**src/ccso_defines.vh**
```
// constants for the clock and sysref output control block
`ifndef CCSO_DEFINES_VH
`define CCSO_DEFINES_VH
// register byte offsets
`define CCSO_OFS_CTRL     8'h00
`define CCSO_OFS_CHAN_PD  8'h04
`define CCSO_OFS_CLK_PD   8'h08
`define CCSO_OFS_CLK_EN   8'h0C
`define CCSO_OFS_REF_PD   8'h10
`define CCSO_OFS_REF_EN   8'h14
`define CCSO_OFS_REF_MODE 8'h18
`define CCSO_OFS_REF_BIAS 8'h1C
`define CCSO_OFS_CLK_AMP  8'h20
`define CCSO_OFS_REF_AMP  8'h24
`define CCSO_OFS_SR_CFG   8'h28
`define CCSO_OFS_SR_GDLY  8'h2C
`define CCSO_OFS_STATUS   8'h30
`define CCSO_OFS_CH_BASE  8'h40
`define CCSO_OFS_RF_BASE  8'h60
// control register bit positions
`define CCSO_CTRL_SYNC    0
`define CCSO_CTRL_REL     1
`define CCSO_CTRL_CONT    2
`define CCSO_CTRL_BTYPE   3
// reset values
`define CCSO_RST_DIV      8'h02
`define CCSO_RST_AMP      2'h1
`define CCSO_RST_SR_CNT   8'h01
`define CCSO_RST_SR_HALF  16'h0020
// amplitude codes
`define CCSO_AMP_250      2'h0
`define CCSO_AMP_500      2'h1
`define CCSO_AMP_750      2'h2
`define CCSO_AMP_1000     2'h3
// channel index of each clock output a0 a1 a2 b0 b1 c0 c1 d e0 e1 (lsb first)
`define CCSO_CLK_CH_MAP   30'h24691200
// channel index of each reference output a0 a1 a2 b0 b1 c0 c1 d
`define CCSO_REF_CH_MAP   24'h691200
// delay step times in ps and tap counts
`define CCSO_VCO_STEP_PS  339
`define CCSO_CRS_STEP_PS  169
`define CCSO_CRS_TAPS     8
`define CCSO_MIN_DIV      8'h02
`endif

```
**src/ccso_outcell.v**
```verilog
// one differential output stage: clock or sysref mode, power, enable, bias
`timescale 1ns/1ns
`include "ccso_defines.vh"
module ccso_outcell
(
	input  wire       mclk,
	input  wire       rst_n,
	input  wire       pd,
	input  wire       en,
	input  wire [1:0] amp,
	input  wire       mode,
	input  wire       bias_ctrl,
	input  wire       bias_type,
	input  wire       clk_in,
	input  wire       sr_in,
	input  wire       sr_act,
	output reg        q_r,
	output reg        qn_r,
	output reg        xpt_r,
	output reg        pwr_r,
	output reg  [1:0] amp_r
);
	// output state register
	always @(posedge mclk or negedge rst_n)
	begin
		if (!rst_n)
		begin
			q_r   <= 1'b0;
			qn_r  <= 1'b0;
			xpt_r <= 1'b0;
			pwr_r <= 1'b0;
			amp_r <= `CCSO_AMP_500;
		end
		else if (pd)
		begin
			// powered off whatever else is set
			q_r   <= 1'b0;
			qn_r  <= 1'b0;
			xpt_r <= 1'b0;
			pwr_r <= 1'b0;
			amp_r <= amp;
		end
		else if (!mode)
		begin
			// clock mode: individual settings govern
			pwr_r <= 1'b1;
			xpt_r <= 1'b0;
			q_r   <= en & clk_in; // disabled holds low
			qn_r  <= ~(en & clk_in);
			amp_r <= amp; // amplitude code passed to the driver
		end
		else if (bias_ctrl)
		begin
			// line bias: off, both legs at crosspoint
			pwr_r <= 1'b0;
			xpt_r <= 1'b1;
			q_r   <= 1'b0;
			qn_r  <= 1'b0;
			amp_r <= amp;
		end
		else if (sr_act)
		begin
			// event running: output switched on
			pwr_r <= 1'b1;
			xpt_r <= 1'b0;
			q_r   <= en & sr_in;
			qn_r  <= ~(en & sr_in);
			amp_r <= amp;
		end
		else
		begin
			// idle: static low or crosspoint
			pwr_r <= ~bias_type;
			xpt_r <= bias_type;
			q_r   <= 1'b0;
			qn_r  <= ~bias_type;
			amp_r <= amp;
		end
	end
endmodule // ccso_outcell

```
**src/ccso_top.v**
```verilog
// clock and sysref output control: apb registers, channel clocks, sysref sequencer
`timescale 1ns/1ns
`include "ccso_defines.vh"
// Behaviour
// - power-off bit forces output off regardless; reference power-off only in clock mode
// - enable per output; disabled holds static low
// - two-bit amplitude code selects 250..1000 mV
// - clock settings apply only in clock mode
// - sequencer switches sysref outputs on and off with bias type 1
// - line bias puts both legs at crosspoint in sysref mode
// - bias type 0 rests static low
// - bias type 1 rests at crosspoint
// - each event gives exactly the programmed pulses
// - clock and sysref delays are independent
// - channel delay 256 vco steps, edges aligned
// - sysref coarse delay of 8 steps
// - sysref fine delay of eight settings
// - global sysref delay of 256 steps
// - half-period clock delay inverts the output
// - mode select chooses clock copy or sysref
module ccso_top
#(
	parameter NCH  = 5,
	parameter NCLK = 10,
	parameter NREF = 8
)
(
	input  wire              mclk,
	input  wire              nrst,
	input  wire              psel,
	input  wire              penable,
	input  wire              pwrite,
	input  wire [7:0]        paddr,
	input  wire [31:0]       pwdata,
	output reg  [31:0]       prdata,
	output reg               pready,
	output reg               pslverr,
	output wire [NCLK-1:0]   clock_output,
	output wire [NCLK-1:0]   clock_output_n,
	output wire [NCLK-1:0]   clock_output_power_on,
	output wire [2*NCLK-1:0] clock_output_amp,
	output wire [NREF-1:0]   reference_output,
	output wire [NREF-1:0]   reference_output_n,
	output wire [NREF-1:0]   reference_output_xpt,
	output wire [NREF-1:0]   reference_output_power_on,
	output wire [2*NREF-1:0] reference_output_amp,
	output reg  [3*NREF-1:0] ref_fine_sel
);
	// reset synchroniser
	reg              rst_s1_r;  // first stage
	reg              rst_n;     // released reset copy
	// registers
	reg [NCH-1:0]    chan_pd_r;  // output_power_off per channel
	reg [NCLK-1:0]   clk_pd_r;   // output_power_off per clock output
	reg [NCLK-1:0]   clk_en_r;   // clock output enable
	reg [NREF-1:0]   ref_pd_r;   // reference power-off in clock mode
	reg [NREF-1:0]   ref_en_r;   // reference output enable
	reg [NREF-1:0]   ref_mode_r; // ref_output_mode: 0 clock, 1 sysref
	reg [NREF-1:0]   bias_r;     // line_bias_ctrl per reference
	reg [2*NCLK-1:0] clk_amp_r;  // clock amplitude codes
	reg [2*NREF-1:0] ref_amp_r;  // reference amplitude codes
	reg [8*NCH-1:0]  div_r;      // channel divider
	reg [8*NCH-1:0]  pha_r;      // channel phase delay in vco steps
	reg [3*NREF-1:0] crs_r;      // sysref coarse delay
	reg [7:0]        sr_cnt_r;   // pulses per event
	reg [15:0]       sr_half_r;  // sysref half period in vco steps
	reg [7:0]        gdly_r;     // global sysref delay
	reg              cont_r;     // continuous sysref
	reg              btype_r;    // bias type
	reg              sync_r;     // one-cycle divider restart
	reg              rel_r;      // one-cycle sysref release
	// sysref sequencer
	localparam SQ_IDLE = 3'b001;
	localparam SQ_WAIT = 3'b010;
	localparam SQ_RUN  = 3'b100;
	reg [2:0]        sq_r;
	reg [2:0]        sq_nxt;
	reg [7:0]        gcnt_r;     // global delay count
	reg [15:0]       hcnt_r;     // half period count
	reg [7:0]        left_r;     // pulses still to send
	reg              sr_r;       // sysref level
	reg [`CCSO_CRS_TAPS-1:0] sr_sh_r;  // coarse tap line, level
	reg [`CCSO_CRS_TAPS-1:0] act_sh_r; // coarse tap line, active window
	// channel clocks
	wire [NCH-1:0]   ch_clk;
	reg  [31:0]      rd_nxt;
	reg              hit_nxt;
	wire             acc;
	localparam [7:0]  CH_BASE = `CCSO_OFS_CH_BASE; // channel delay window base
	localparam [7:0]  RF_BASE = `CCSO_OFS_RF_BASE; // reference delay window base
	localparam [29:0] CLK_MAP = `CCSO_CLK_CH_MAP;  // clock output to channel index
	localparam [23:0] REF_MAP = `CCSO_REF_CH_MAP;  // reference output to channel index

	// reset released through two flops
	always @(posedge mclk or negedge nrst)
	begin
		if (!nrst)
		begin
			rst_s1_r <= 1'b0;
			rst_n    <= 1'b0;
		end
		else
		begin
			rst_s1_r <= 1'b1;
			rst_n    <= rst_s1_r;
		end
	end

	// access phase, answered one cycle after it starts
	assign acc = psel & penable & ~pready;

	// read mux and address decode
	always @*
	begin
		rd_nxt  = 32'h00000000;
		hit_nxt = 1'b1;
		case (paddr)
			`CCSO_OFS_CTRL:     rd_nxt = {28'h0000000, btype_r, cont_r, 2'h0};
			`CCSO_OFS_CHAN_PD:  rd_nxt[NCH-1:0] = chan_pd_r;
			`CCSO_OFS_CLK_PD:   rd_nxt[NCLK-1:0] = clk_pd_r;
			`CCSO_OFS_CLK_EN:   rd_nxt[NCLK-1:0] = clk_en_r;
			`CCSO_OFS_REF_PD:   rd_nxt[NREF-1:0] = ref_pd_r;
			`CCSO_OFS_REF_EN:   rd_nxt[NREF-1:0] = ref_en_r;
			`CCSO_OFS_REF_MODE: rd_nxt[NREF-1:0] = ref_mode_r;
			`CCSO_OFS_REF_BIAS: rd_nxt[NREF-1:0] = bias_r;
			`CCSO_OFS_CLK_AMP:  rd_nxt[2*NCLK-1:0] = clk_amp_r;
			`CCSO_OFS_REF_AMP:  rd_nxt[2*NREF-1:0] = ref_amp_r;
			`CCSO_OFS_SR_CFG:   rd_nxt = {8'h00, sr_half_r, sr_cnt_r};
			`CCSO_OFS_SR_GDLY:  rd_nxt = {24'h000000, gdly_r};
			`CCSO_OFS_STATUS:   rd_nxt = {21'h000000, sq_r, left_r};
			default:
			begin
				// channel and reference delay windows
				if (paddr[7:5] == CH_BASE[7:5] && {29'h0000000, paddr[4:2]} < NCH
					&& paddr[1:0] == 2'h0)
				begin
					rd_nxt[7:0]  = div_r[8*paddr[4:2] +: 8];
					rd_nxt[15:8] = pha_r[8*paddr[4:2] +: 8];
				end
				else if (paddr[7:5] == RF_BASE[7:5] && paddr[1:0] == 2'h0)
				begin
					rd_nxt[2:0] = crs_r[3*paddr[4:2] +: 3];
					rd_nxt[6:4] = ref_fine_sel[3*paddr[4:2] +: 3];
				end
				else
					hit_nxt = 1'b0;
			end
		endcase
	end

	// apb slave and register writes
	always @(posedge mclk or negedge rst_n)
	begin
		if (!rst_n)
		begin
			prdata       <= 32'h00000000;
			pready       <= 1'b0;
			pslverr      <= 1'b0;
			chan_pd_r    <= {NCH{1'b0}};
			clk_pd_r     <= {NCLK{1'b0}};
			clk_en_r     <= {NCLK{1'b0}};
			ref_pd_r     <= {NREF{1'b0}};
			ref_en_r     <= {NREF{1'b0}};
			ref_mode_r   <= {NREF{1'b0}};
			bias_r       <= {NREF{1'b0}};
			clk_amp_r    <= {NCLK{`CCSO_RST_AMP}};
			ref_amp_r    <= {NREF{`CCSO_RST_AMP}};
			div_r        <= {NCH{`CCSO_RST_DIV}};
			pha_r        <= {8*NCH{1'b0}};
			crs_r        <= {3*NREF{1'b0}};
			ref_fine_sel <= {3*NREF{1'b0}};
			sr_cnt_r     <= `CCSO_RST_SR_CNT;
			sr_half_r    <= `CCSO_RST_SR_HALF;
			gdly_r       <= 8'h00;
			cont_r       <= 1'b0;
			btype_r      <= 1'b0;
			sync_r       <= 1'b0;
			rel_r        <= 1'b0;
		end
		else
		begin
			pready  <= acc;
			pslverr <= acc & ~hit_nxt;
			sync_r  <= 1'b0;
			rel_r   <= 1'b0;
			if (acc && !pwrite)
				prdata <= rd_nxt;
			if (acc && pwrite && hit_nxt)
			begin
				case (paddr)
					`CCSO_OFS_CTRL:
					begin
						sync_r  <= pwdata[`CCSO_CTRL_SYNC];
						rel_r   <= pwdata[`CCSO_CTRL_REL];
						cont_r  <= pwdata[`CCSO_CTRL_CONT];
						btype_r <= pwdata[`CCSO_CTRL_BTYPE];
					end
					`CCSO_OFS_CHAN_PD:  chan_pd_r  <= pwdata[NCH-1:0];
					`CCSO_OFS_CLK_PD:   clk_pd_r   <= pwdata[NCLK-1:0];
					`CCSO_OFS_CLK_EN:   clk_en_r   <= pwdata[NCLK-1:0];
					`CCSO_OFS_REF_PD:   ref_pd_r   <= pwdata[NREF-1:0];
					`CCSO_OFS_REF_EN:   ref_en_r   <= pwdata[NREF-1:0];
					`CCSO_OFS_REF_MODE: ref_mode_r <= pwdata[NREF-1:0];
					`CCSO_OFS_REF_BIAS: bias_r     <= pwdata[NREF-1:0];
					`CCSO_OFS_CLK_AMP:  clk_amp_r  <= pwdata[2*NCLK-1:0];
					`CCSO_OFS_REF_AMP:  ref_amp_r  <= pwdata[2*NREF-1:0];
					`CCSO_OFS_SR_CFG:
					begin
						sr_cnt_r  <= pwdata[7:0];
						sr_half_r <= pwdata[23:8];
					end
					`CCSO_OFS_SR_GDLY:  gdly_r <= pwdata[7:0];
					`CCSO_OFS_STATUS:   ;
					default:
					begin
						// delay windows; clock and sysref delays kept apart
						if (paddr[7:5] == CH_BASE[7:5])
						begin
							div_r[8*paddr[4:2] +: 8] <= pwdata[7:0];
							pha_r[8*paddr[4:2] +: 8] <= pwdata[15:8];
						end
						else
						begin
							crs_r[3*paddr[4:2] +: 3]        <= pwdata[2:0];
							ref_fine_sel[3*paddr[4:2] +: 3] <= pwdata[6:4];
						end
					end
				endcase
			end
		end
	end

	// channel dividers, all restarted together by sync so rising edges align
	genvar c;
	generate
		for (c = 0; c < NCH; c = c + 1)
		begin : g_ch
			reg [7:0] dly_r;  // phase delay still to wait
			reg [7:0] ph_r;   // position within the output period
			reg       run_r;  // divider running
			reg       lvl_r;  // channel clock level
			wire [7:0] dv;
			assign dv = (div_r[8*c +: 8] < `CCSO_MIN_DIV) ? `CCSO_MIN_DIV
				: div_r[8*c +: 8];
			// delayed start then divide; delay of dv/2 gives inversion
			always @(posedge mclk or negedge rst_n)
			begin
				if (!rst_n)
				begin
					dly_r <= 8'h00;
					ph_r  <= 8'h00;
					run_r <= 1'b0;
					lvl_r <= 1'b0;
				end
				else if (sync_r)
				begin
					dly_r <= pha_r[8*c +: 8]; // one vco step per cycle
					ph_r  <= 8'h00;
					run_r <= 1'b0;
					lvl_r <= 1'b0;
				end
				else if (dly_r != 8'h00)
					dly_r <= dly_r - 8'h01;
				else
				begin
					// high for the first half period
					run_r <= 1'b1;
					lvl_r <= (ph_r < {1'b0, dv[7:1]});
					ph_r  <= (ph_r >= dv - 8'h01) ? 8'h00 : ph_r + 8'h01;
				end
			end
			assign ch_clk[c] = lvl_r & run_r;
		end
	endgenerate

	// sysref sequencer next state
	always @*
	begin
		sq_nxt = sq_r;
		case (sq_r)
			SQ_IDLE: if (rel_r) sq_nxt = SQ_WAIT;
			SQ_WAIT: if (gcnt_r == 8'h00) sq_nxt = SQ_RUN;
			SQ_RUN:
			begin
				// stop after the last counted pulse; never while continuous is set
				if (cont_r ? 1'b0 : (left_r == 8'h00))
					sq_nxt = SQ_IDLE;
				else if (!cont_r && left_r == 8'h00)
					sq_nxt = SQ_IDLE;
			end
			default: sq_nxt = SQ_IDLE;
		endcase
		if (sq_r == SQ_RUN && cont_r == 1'b0 && left_r == 8'h00)
			sq_nxt = SQ_IDLE;
	end

	// sysref pulse generator
	always @(posedge mclk or negedge rst_n)
	begin
		if (!rst_n)
		begin
			sq_r   <= SQ_IDLE; // idle with no pulses
			gcnt_r <= 8'h00;
			hcnt_r <= 16'h0000;
			left_r <= 8'h00;
			sr_r   <= 1'b0;
		end
		else
		begin
			sq_r <= sq_nxt;
			case (sq_r)
				SQ_IDLE:
				begin
					sr_r   <= 1'b0;
					gcnt_r <= gdly_r;   // global shift for every output
					left_r <= sr_cnt_r; // pulse count taken at release
					hcnt_r <= 16'h0000;
				end
				SQ_WAIT:
				begin
					if (gcnt_r != 8'h00)
						gcnt_r <= gcnt_r - 8'h01;
				end
				SQ_RUN:
				begin
					// each high-then-low period is one pulse
					if (hcnt_r != 16'h0000)
						hcnt_r <= hcnt_r - 16'h0001;
					else if (!sr_r && (cont_r || left_r != 8'h00))
					begin
						sr_r   <= 1'b1;
						hcnt_r <= sr_half_r - 16'h0001;
					end
					else if (sr_r)
					begin
						sr_r   <= 1'b0;
						hcnt_r <= sr_half_r - 16'h0001;
						if (!cont_r)
							left_r <= left_r - 8'h01;
					end
				end
				default: sr_r <= 1'b0;
			endcase
		end
	end

	// coarse delay taps for level and active window
	always @(posedge mclk or negedge rst_n)
	begin
		if (!rst_n)
		begin
			sr_sh_r  <= {`CCSO_CRS_TAPS{1'b0}};
			act_sh_r <= {`CCSO_CRS_TAPS{1'b0}};
		end
		else
		begin
			sr_sh_r  <= {sr_sh_r[`CCSO_CRS_TAPS-2:0], sr_r};
			act_sh_r <= {act_sh_r[`CCSO_CRS_TAPS-2:0], sq_r == SQ_RUN};
		end
	end

	// clock output stages
	genvar k;
	generate
		for (k = 0; k < NCLK; k = k + 1)
		begin : g_clk
			wire [2:0] ch;
			assign ch = CLK_MAP[3*k +: 3];
			ccso_outcell u_cell
			(
				.mclk      (mclk),
				.rst_n     (rst_n),
				.pd        (clk_pd_r[k] | chan_pd_r[ch]),
				.en        (clk_en_r[k]),
				.amp       (clk_amp_r[2*k +: 2]),
				.mode      (1'b0),
				.bias_ctrl (1'b0),
				.bias_type (1'b0),
				.clk_in    (ch_clk[ch]),
				.sr_in     (1'b0),
				.sr_act    (1'b0),
				.q_r       (clock_output[k]),
				.qn_r      (clock_output_n[k]),
				.xpt_r     (),
				.pwr_r     (clock_output_power_on[k]),
				.amp_r     (clock_output_amp[2*k +: 2])
			);
		end
		// reference output stages
		for (k = 0; k < NREF; k = k + 1)
		begin : g_ref
			wire [2:0] ch;
			wire [2:0] tap;
			assign ch  = REF_MAP[3*k +: 3];
			assign tap = crs_r[3*k +: 3];
			ccso_outcell u_cell
			(
				.mclk      (mclk),
				.rst_n     (rst_n),
				.pd        (chan_pd_r[ch] | (~ref_mode_r[k] & ref_pd_r[k])),
				.en        (ref_en_r[k]),
				.amp       (ref_amp_r[2*k +: 2]),
				.mode      (ref_mode_r[k]),
				.bias_ctrl (bias_r[k]),
				.bias_type (btype_r),
				.clk_in    (ch_clk[ch]),
				.sr_in     (sr_sh_r[tap]),
				.sr_act    (act_sh_r[tap]),
				.q_r       (reference_output[k]),
				.qn_r      (reference_output_n[k]),
				.xpt_r     (reference_output_xpt[k]),
				.pwr_r     (reference_output_power_on[k]),
				.amp_r     (reference_output_amp[2*k +: 2])
			);
		end
	endgenerate
endmodule // ccso_top

```
**config.mk**
```make
export PLATFORM = sky130hd
export DESIGN_NAME = ccso_top
export DESIGN_NICKNAME = d
export VERILOG_FILES = /design/src/ccso_outcell.v /design/src/ccso_top.v
export VERILOG_INCLUDE_DIRS = /design/src
export SDC_FILE = /design/constraint.sdc
export NUM_CORES = 1
export LEC_CHECK = 0
export BUFFER_PORTS_ARGS = -buffer_cell sky130_fd_sc_hd__buf_2
export CAP_MARGIN = 30
export CORE_ASPECT_RATIO = 1.4
export CORE_UTILIZATION = 40
export CTS_BUF_LIST = sky130_fd_sc_hd__clkbuf_8
export DETAILED_ROUTE_END_ITERATION = 8
export PLACE_DENSITY_LB_ADDON = 0.1
export SLEW_MARGIN = 15
export SYNTH_ARGS = -nofsm -noshare
export SYNTH_HDL_FRONTEND = slang
export SYNTH_SLANG_ARGS = --single-unit
```
**constraint.sdc**
```tcl
create_clock -name mclk -period 14.4 [get_ports mclk]
set_input_delay 1.44 -clock mclk [delete_from_list [all_inputs] [get_ports mclk]]
set_output_delay 1.44 -clock mclk [all_outputs]
set_load 0.005 [all_outputs]
```
After elaboration in Yosys (flattened, before gate mapping):

Index checks and enable logic that the tools add are counted.

* register bits after elaboration: 533
* bits of input ports: 45
* output and inout port bits: 156
* word-level logic and storage cells: 660

* add/subtract/negate cells: 21
* $mul: 1
* order comparisons: 24
* eq/ne operators: 31
* shifts and indexed selects: 10
* muxes and demuxes: 284
* bitwise operators: 101
* reductions and logical operators: 56

Operator list (number)
* $mux 8: 35
* $mux 1: 205
* $sub 8x1->8 const B: 12
* $bwmux 40: 2
* $shiftx 40x7->8: 2
* $shiftx 8x34->40: 2
* $shiftx 3x34->24: 2
* $pmux 5 s13: 1
* $reduce_bool 8->1: 7
* $bmux 1 s3: 16
* $bwmux 24: 2
* $mux 16: 3
* $shiftx 24x6->3: 2
* $and 1x1->1: 42
* $not 1->1: 41
* $add 8x1->8 const B: 5
* $eq 8x6->1 const B: 5
* $ge 8x8->1: 5
* $lt 8x2->1 const B: 5
* $lt 8x7->1: 5
* $shift 8x34->40 const A: 1
* $pmux 3 s12: 1
* $neg 5->34: 1
* $neg 6->34: 1
* other kinds (40): 125

Longest topological paths before layout:

* word-level depth: 8
* depth in mapped cells: 17
* gate-level depth less buffers: 16

By module:

Synthesis repeated with hierarchy kept, for this count alone.

* cell total of the unflattened synthesis: 2602
* area, all modules: 28071.9 µm²

Modules (own cells, without submodules)
* ccso_top: instances 1, cells an instance 2296, area each 23973.0 µm², seq. area each 10717.8 µm²
* ccso_outcell: instances 18, cells an instance 17, area each 227.7 µm², seq. area each 151.4 µm²

Worst setup path after synthesis:

No wires, ideal clock.

* path kind: input -> register
* start: in paddr[4]
* end: reg crs_r[12]
* setup time: 0.125 ns
* arrival time: 3.661 ns
* data required time: 14.275 ns
* setup slack: 10.614 ns
* stages on the path: 7
* path buffers: 2
* path through: clkbuf_1 inv_2 buf_1 ha_1 inv_1 nor4_1 mux2_2

* cells in the longest elaborated chain, start to end: 7
* elaborated cells between the ends (all ways): 27
* those cells by class: add/sub: 1; mul: 1; order compare: 1; eq/ne: 12; shift: 2; mux: 3; bitwise: 1; reduce/logical: 6

Ends and longest elaborated chain
* start, declared: line ccso_top.v:33 `input wire [7:0] paddr,`
* parallel branches: the longest is 7 deep, another holds $neg 5->34
* end signal, assigned: line ccso_top.v:170 `crs_r <= {3*NREF{1'b0}};`
* end signal, assigned by index: line ccso_top.v:224 `crs_r[3*paddr[4:2] +: 3] <= pwdata[2:0];`
* end, declared: line ccso_top.v:64 `reg [3*NREF-1:0] crs_r;`

Several ways; the timed one is not identified.
A chain may end at the register's enable or synchronous reset.

Worst setup path in the final report:

* start: in paddr[2]
* end: reg clk_amp_r[11]

* cells in the longest elaborated chain, start to end: 7
* elaborated cells between the ends (all ways): 21
* those cells by class: order compare: 1; eq/ne: 12; mux: 2; reduce/logical: 6

Ends and longest elaborated chain
* $lt 3x3->1: line ccso_top.v:134 `if (paddr[7:5] == CH_BASE[7:5] && {29'h0000000, paddr[4:2]} < NCH`
* $logic_and 1x1->1: line ccso_top.v:134
* $logic_and 1x1->1: line ccso_top.v:135 `&& paddr[1:0] == 2'h0)`
* $mux 1: line ccso_top.v:134
* $mux 1: line ccso_top.v:117 `case (paddr)`
* $logic_and 1x1->1: line ccso_top.v:188 `if (acc && pwrite && hit_nxt)`
* $reduce_and 2->1 (no source line) (*)
* end signal, assigned: line ccso_top.v:166 `` clk_amp_r <= {NCLK{`CCSO_RST_AMP}}; ``
* end signal, assigned: line ccso_top.v:205 `` `CCSO_OFS_CLK_AMP: clk_amp_r <= pwdata[2*NCLK-1:0]; ``
* end, declared: line ccso_top.v:60 `reg [2*NCLK-1:0] clk_amp_r;`

Every way passes the cells marked *; elsewhere a longest branch is shown, timed or not.

==> impl_metrics.yaml <==
critical_path:
  cp-start-kind: "input pin"
  cp_slowest_cell: "and3_1"
  cp-startpoint: "paddr[2]"
  critical_path_required_ns: 14.98
  cpMostUsedCell: "buf_4"
  crit_chain: "buf_2 -> buf_4 -> inv_1 -> ha_1 -> buf_4 -> and2_1 -> and3_1 -> nand2_1 -> buf_16 -> mux2_2"
  cp.arrival_ns: 4.91
  crit_type: "in2reg"
  slowest_delay_ns: 0.61
  crit_path_end_kind: "flip-flop"
  rr_startpoint: "div_r[10]"
  crit_fanout: 43
synth:
  syn-instance-count: 2661
  postSynth.asyncResetShare: 1.00
  synth_warnings: 0
  ys_ff_latch: 525
  synth_edf_count: 0
  synth.cell_area_um2: 27200
  synth_cell_types: 75
  synth_area_per_cell_um2: 10.2
  seq_area_frac_synth: 0.485
  synth_ff_type: "dfrtp_1"
drt:
  wl_um: 85400
  wl_per_cell_um: 23.0
  drcViolationCount: 0
  via_count: 21100
  drt_iter0_drc: 1626
  drt.antenna.violating_nets: 0
  vias_per_cell: 5.67
  drtPass1Iterations: 6
placed_design:
  gp_congestion: 0.927
  port_buffers: 184
  placedCellCount: 3542
  place_hpwl_um: 61200
sta:
  worstMarginPinSlew_ns: 1.00
  max_freq_mhz: 231
  setup_viol: 0
  relSlewSlack: 0.316
  report.final.slew_viol_count: 0
  rsz0062_at_grt: "false"
  fin_skew_ns: 0.0296
  final-hold-violation-count: 0
  fin_crit_sh: 0.301
  finalCriticalPeriod_ns: 4.33
  fin_tns_setup_ns: 0
die:
  fp-row-count: 112
  die_w_um: 222
  start_util: 0.406
  die_h_um: 310
  io_pins: 201
  die_area_um2: 69000
  fp.coreArea_um2: 67000
pwr:
  p_seq_frac: 0.486
  switchingPower_uw: 931
  intPower_uw: 2450
  vdd_ir_drop_max_mv: 0.0679
  comb_power_share: 0.098
  power_per_cell_area_nw_per_um2: 111
  p_leak_uw: 0.0137
  pwr-share-clk: 0.416
  switching_share: 0.275
global_route:
  grt_use_total: 0.250
  antenna_found_initial: 4
  grt_max_degree: 81
  grt_pass1_wl_um: 131000
  grt_pass1_vias: 21100
  gr-total-overflow: 0
final_layout:
  layoutNonFillerInstCount: 3712
  drive_gt1_frac: 0.225
  syn2layout_area_growth_pct: 12.2
  nets: 2928
clock_tree:
  htreeDepth: 3
  numCtsBuffers: 88
  cts_hold_buf: 0
  path_clk_slew_ns: 0.06
  clkLatencyLatePin_ns: 0.72
  clk_path_buf_depth: 3
  cts_setup_buffers: 0
  cts_root_buffer: "clkbuf_8"
  cts_resized: 0
  clkSinkCount: 525
  cts_tree: "done"
run_status:
  status: "completed"
worst_hold_path:
  hold_path.class: "reg2async"
run:
  maxCapViolations: 0
==> cells in the mapped netlist (13+ instances only) <==
| cell | n | area, um2 |
|---|---|---|
| buf_4 | 70 | 526 |
| xnor2_1 | 45 | 394 |
| dfrtp_1 | 481 | 12000 |
| mux2_2 | 155 | 1750 |
| nor4_1 | 23 | 144 |
| and3_1 | 38 | 238 |
| mux4_2 | 60 | 1350 |
| a222oi_1 | 14 | 140 |
| o22ai_1 | 15 | 93.8 |
| o21ai_0 | 273 | 1370 |
| nor2b_1 | 15 | 93.8 |
| a21o_1 | 32 | 240 |
| nor3_1 | 54 | 270 |
| mux2i_1 | 31 | 310 |
| nand3_1 | 60 | 300 |
| a22oi_1 | 25 | 188 |
| inv_1 | 87 | 327 |
| and2_1 | 13 | 81.3 |
| a21oi_1 | 91 | 455 |
| or3_1 | 14 | 87.6 |
| ha_1 | 99 | 1240 |
| nand2b_1 | 36 | 225 |
| o31ai_1 | 17 | 128 |
| nand2_1 | 408 | 1530 |
| nor2_1 | 154 | 578 |
| clkbuf_1 | 112 | 420 |
| dfstp_2 | 44 | 1160 |
==> layer usage <==
| metal | global-route usage | share of wire | up-vias |
|---|---|---|---|
| met5 | 0 | 0.000094 | - |
| met4 | 0.106 | 0.035 | 2 |
| met3 | 0.0348 | 0.049 | 147 |
| met2 | 0.431 | 0.50 | 642 |
| met1 | 0.314 | 0.42 | 10600 |
| li1 | - | - | 9691 |
==> logic make-up (layout without fill, tap and decap cells) <==
logic type | count (synthesis) | count (layout) | synth area share
XOR/XNOR | 56 | 56 | 0.0180
buffers and inverters | 289 | 476 | 0.0502
AO/OA/AOI/OAI | 576 | 576 | 0.129
adder cells (fa/ha/maj) | 99 | 99 | 0.0456
multiplexers | 246 | 246 | 0.125
AND/OR/NAND/NOR | 868 | 868 | 0.146
flip-flops | 525 | 525 | 0.485
other | 2 | 11 | 0.000276
==> registers in the layout (all words and copies together) (netlist names), 16 cells and up <==
register	count
div_r	40
g_ch.dly_r	40
g_ch.ph_r	40
pha_r	40
crs_r	24
prdata	24
ref_fine_sel	24
clk_amp_r	20
g_clk.u_cell.amp_r	20
g_ref.u_cell.amp_r	16
hcnt_r	16
ref_amp_r	16
sr_half_r	16
==> path summary, 6_finish.rpt <==
| kind | endpoint | slack, ns | cells past startpoint |
|---|---|---|---|
| setup / recovery | clk_amp_r[11] | 10.07 | 10 |
| hold / removal | g_ch[2].ph_r[3] | 0.30 | 0 |
| setup reg to reg | g_ch[1].ph_r[4] | 10.63 | 15 |
| hold reg to reg | g_ch[2].ph_r[3] | 0.30 | 0 |
| max in group asynchronous | gcnt_r[1] | 11.36 | 5 |
| min in group mclk | rst_n | 0.35 | 0 |
==> power by group through the flow <==
stage	logic [uW]	registers [uW]	clock network, uW
global placement	321	1670	0
global route	376	1650	1510
finish	331	1640	1410
CTS	332	1640	1440
detailed placement	330	1670	0
floorplan	217	1660	0
==> through the flow <==
stage          utilization  power (uW)  setup slack [ns]  hold WS [ns]  cell area, um2
2_1_floorplan            -        1870              5.89         0.331           27200
3_3_place_gp         0.425        1990              9.17         0.314           28400
3_5_place_dp         0.425        2000              9.21         0.324           28500
4_1_cts              0.453        3420              9.97         0.326           30300
5_1_grt              0.455        3540              9.90         0.356           30500
6_report             0.455        3380             10.07         0.304           30500
==> cell type report <==
cell class | count | area, um2
diodes | 2 | 5.00
clock buffers | 112 | 1540
clock inverters | 49 | 313
fillers | 6394 | 36500
inverters | 88 | 330
multi-input cells | 1854 | 12700
flip-flops and latches | 525 | 13200
well taps | 855 | 1070
repair buffers | 227 | 1380
==> cell usage in the layout, fill, tap and decap left out, types with 15 or more instances in the layout <==
master    netlist  layout
o22ai_1        15      15
nor2_1        154     153
mux2i_1        31      31
and3_1         38      38
nor3_1         54      53
nand3_1        60      60
clkinv_2        0      15
mux2_2        155     155
nor4_1         23      22
mux4_2         60      60
a21o_1         32      32
nand2b_1       36      36
a21oi_1        91      91
xnor2_1        45      45
buf_2           7     184
inv_1          87     111
o31ai_1        17      17
dfstp_2        44      44
nand2_1       408     408
a22oi_1        25      25
dfrtp_1       481     479
ha_1           99      99
clkbuf_8        0     112
buf_4          70      34
o21ai_0       273     273
==> critical path, delay by kind of cell <==
kind | cells | cell delay [ns]
simple gates | 3 | 1.52
fa+ha+maj | 1 | 0.23
buf+inv | 5 | 1.37
mux | 1 | 0.28
Note: power is estimated with default switching activity, not from simulation.
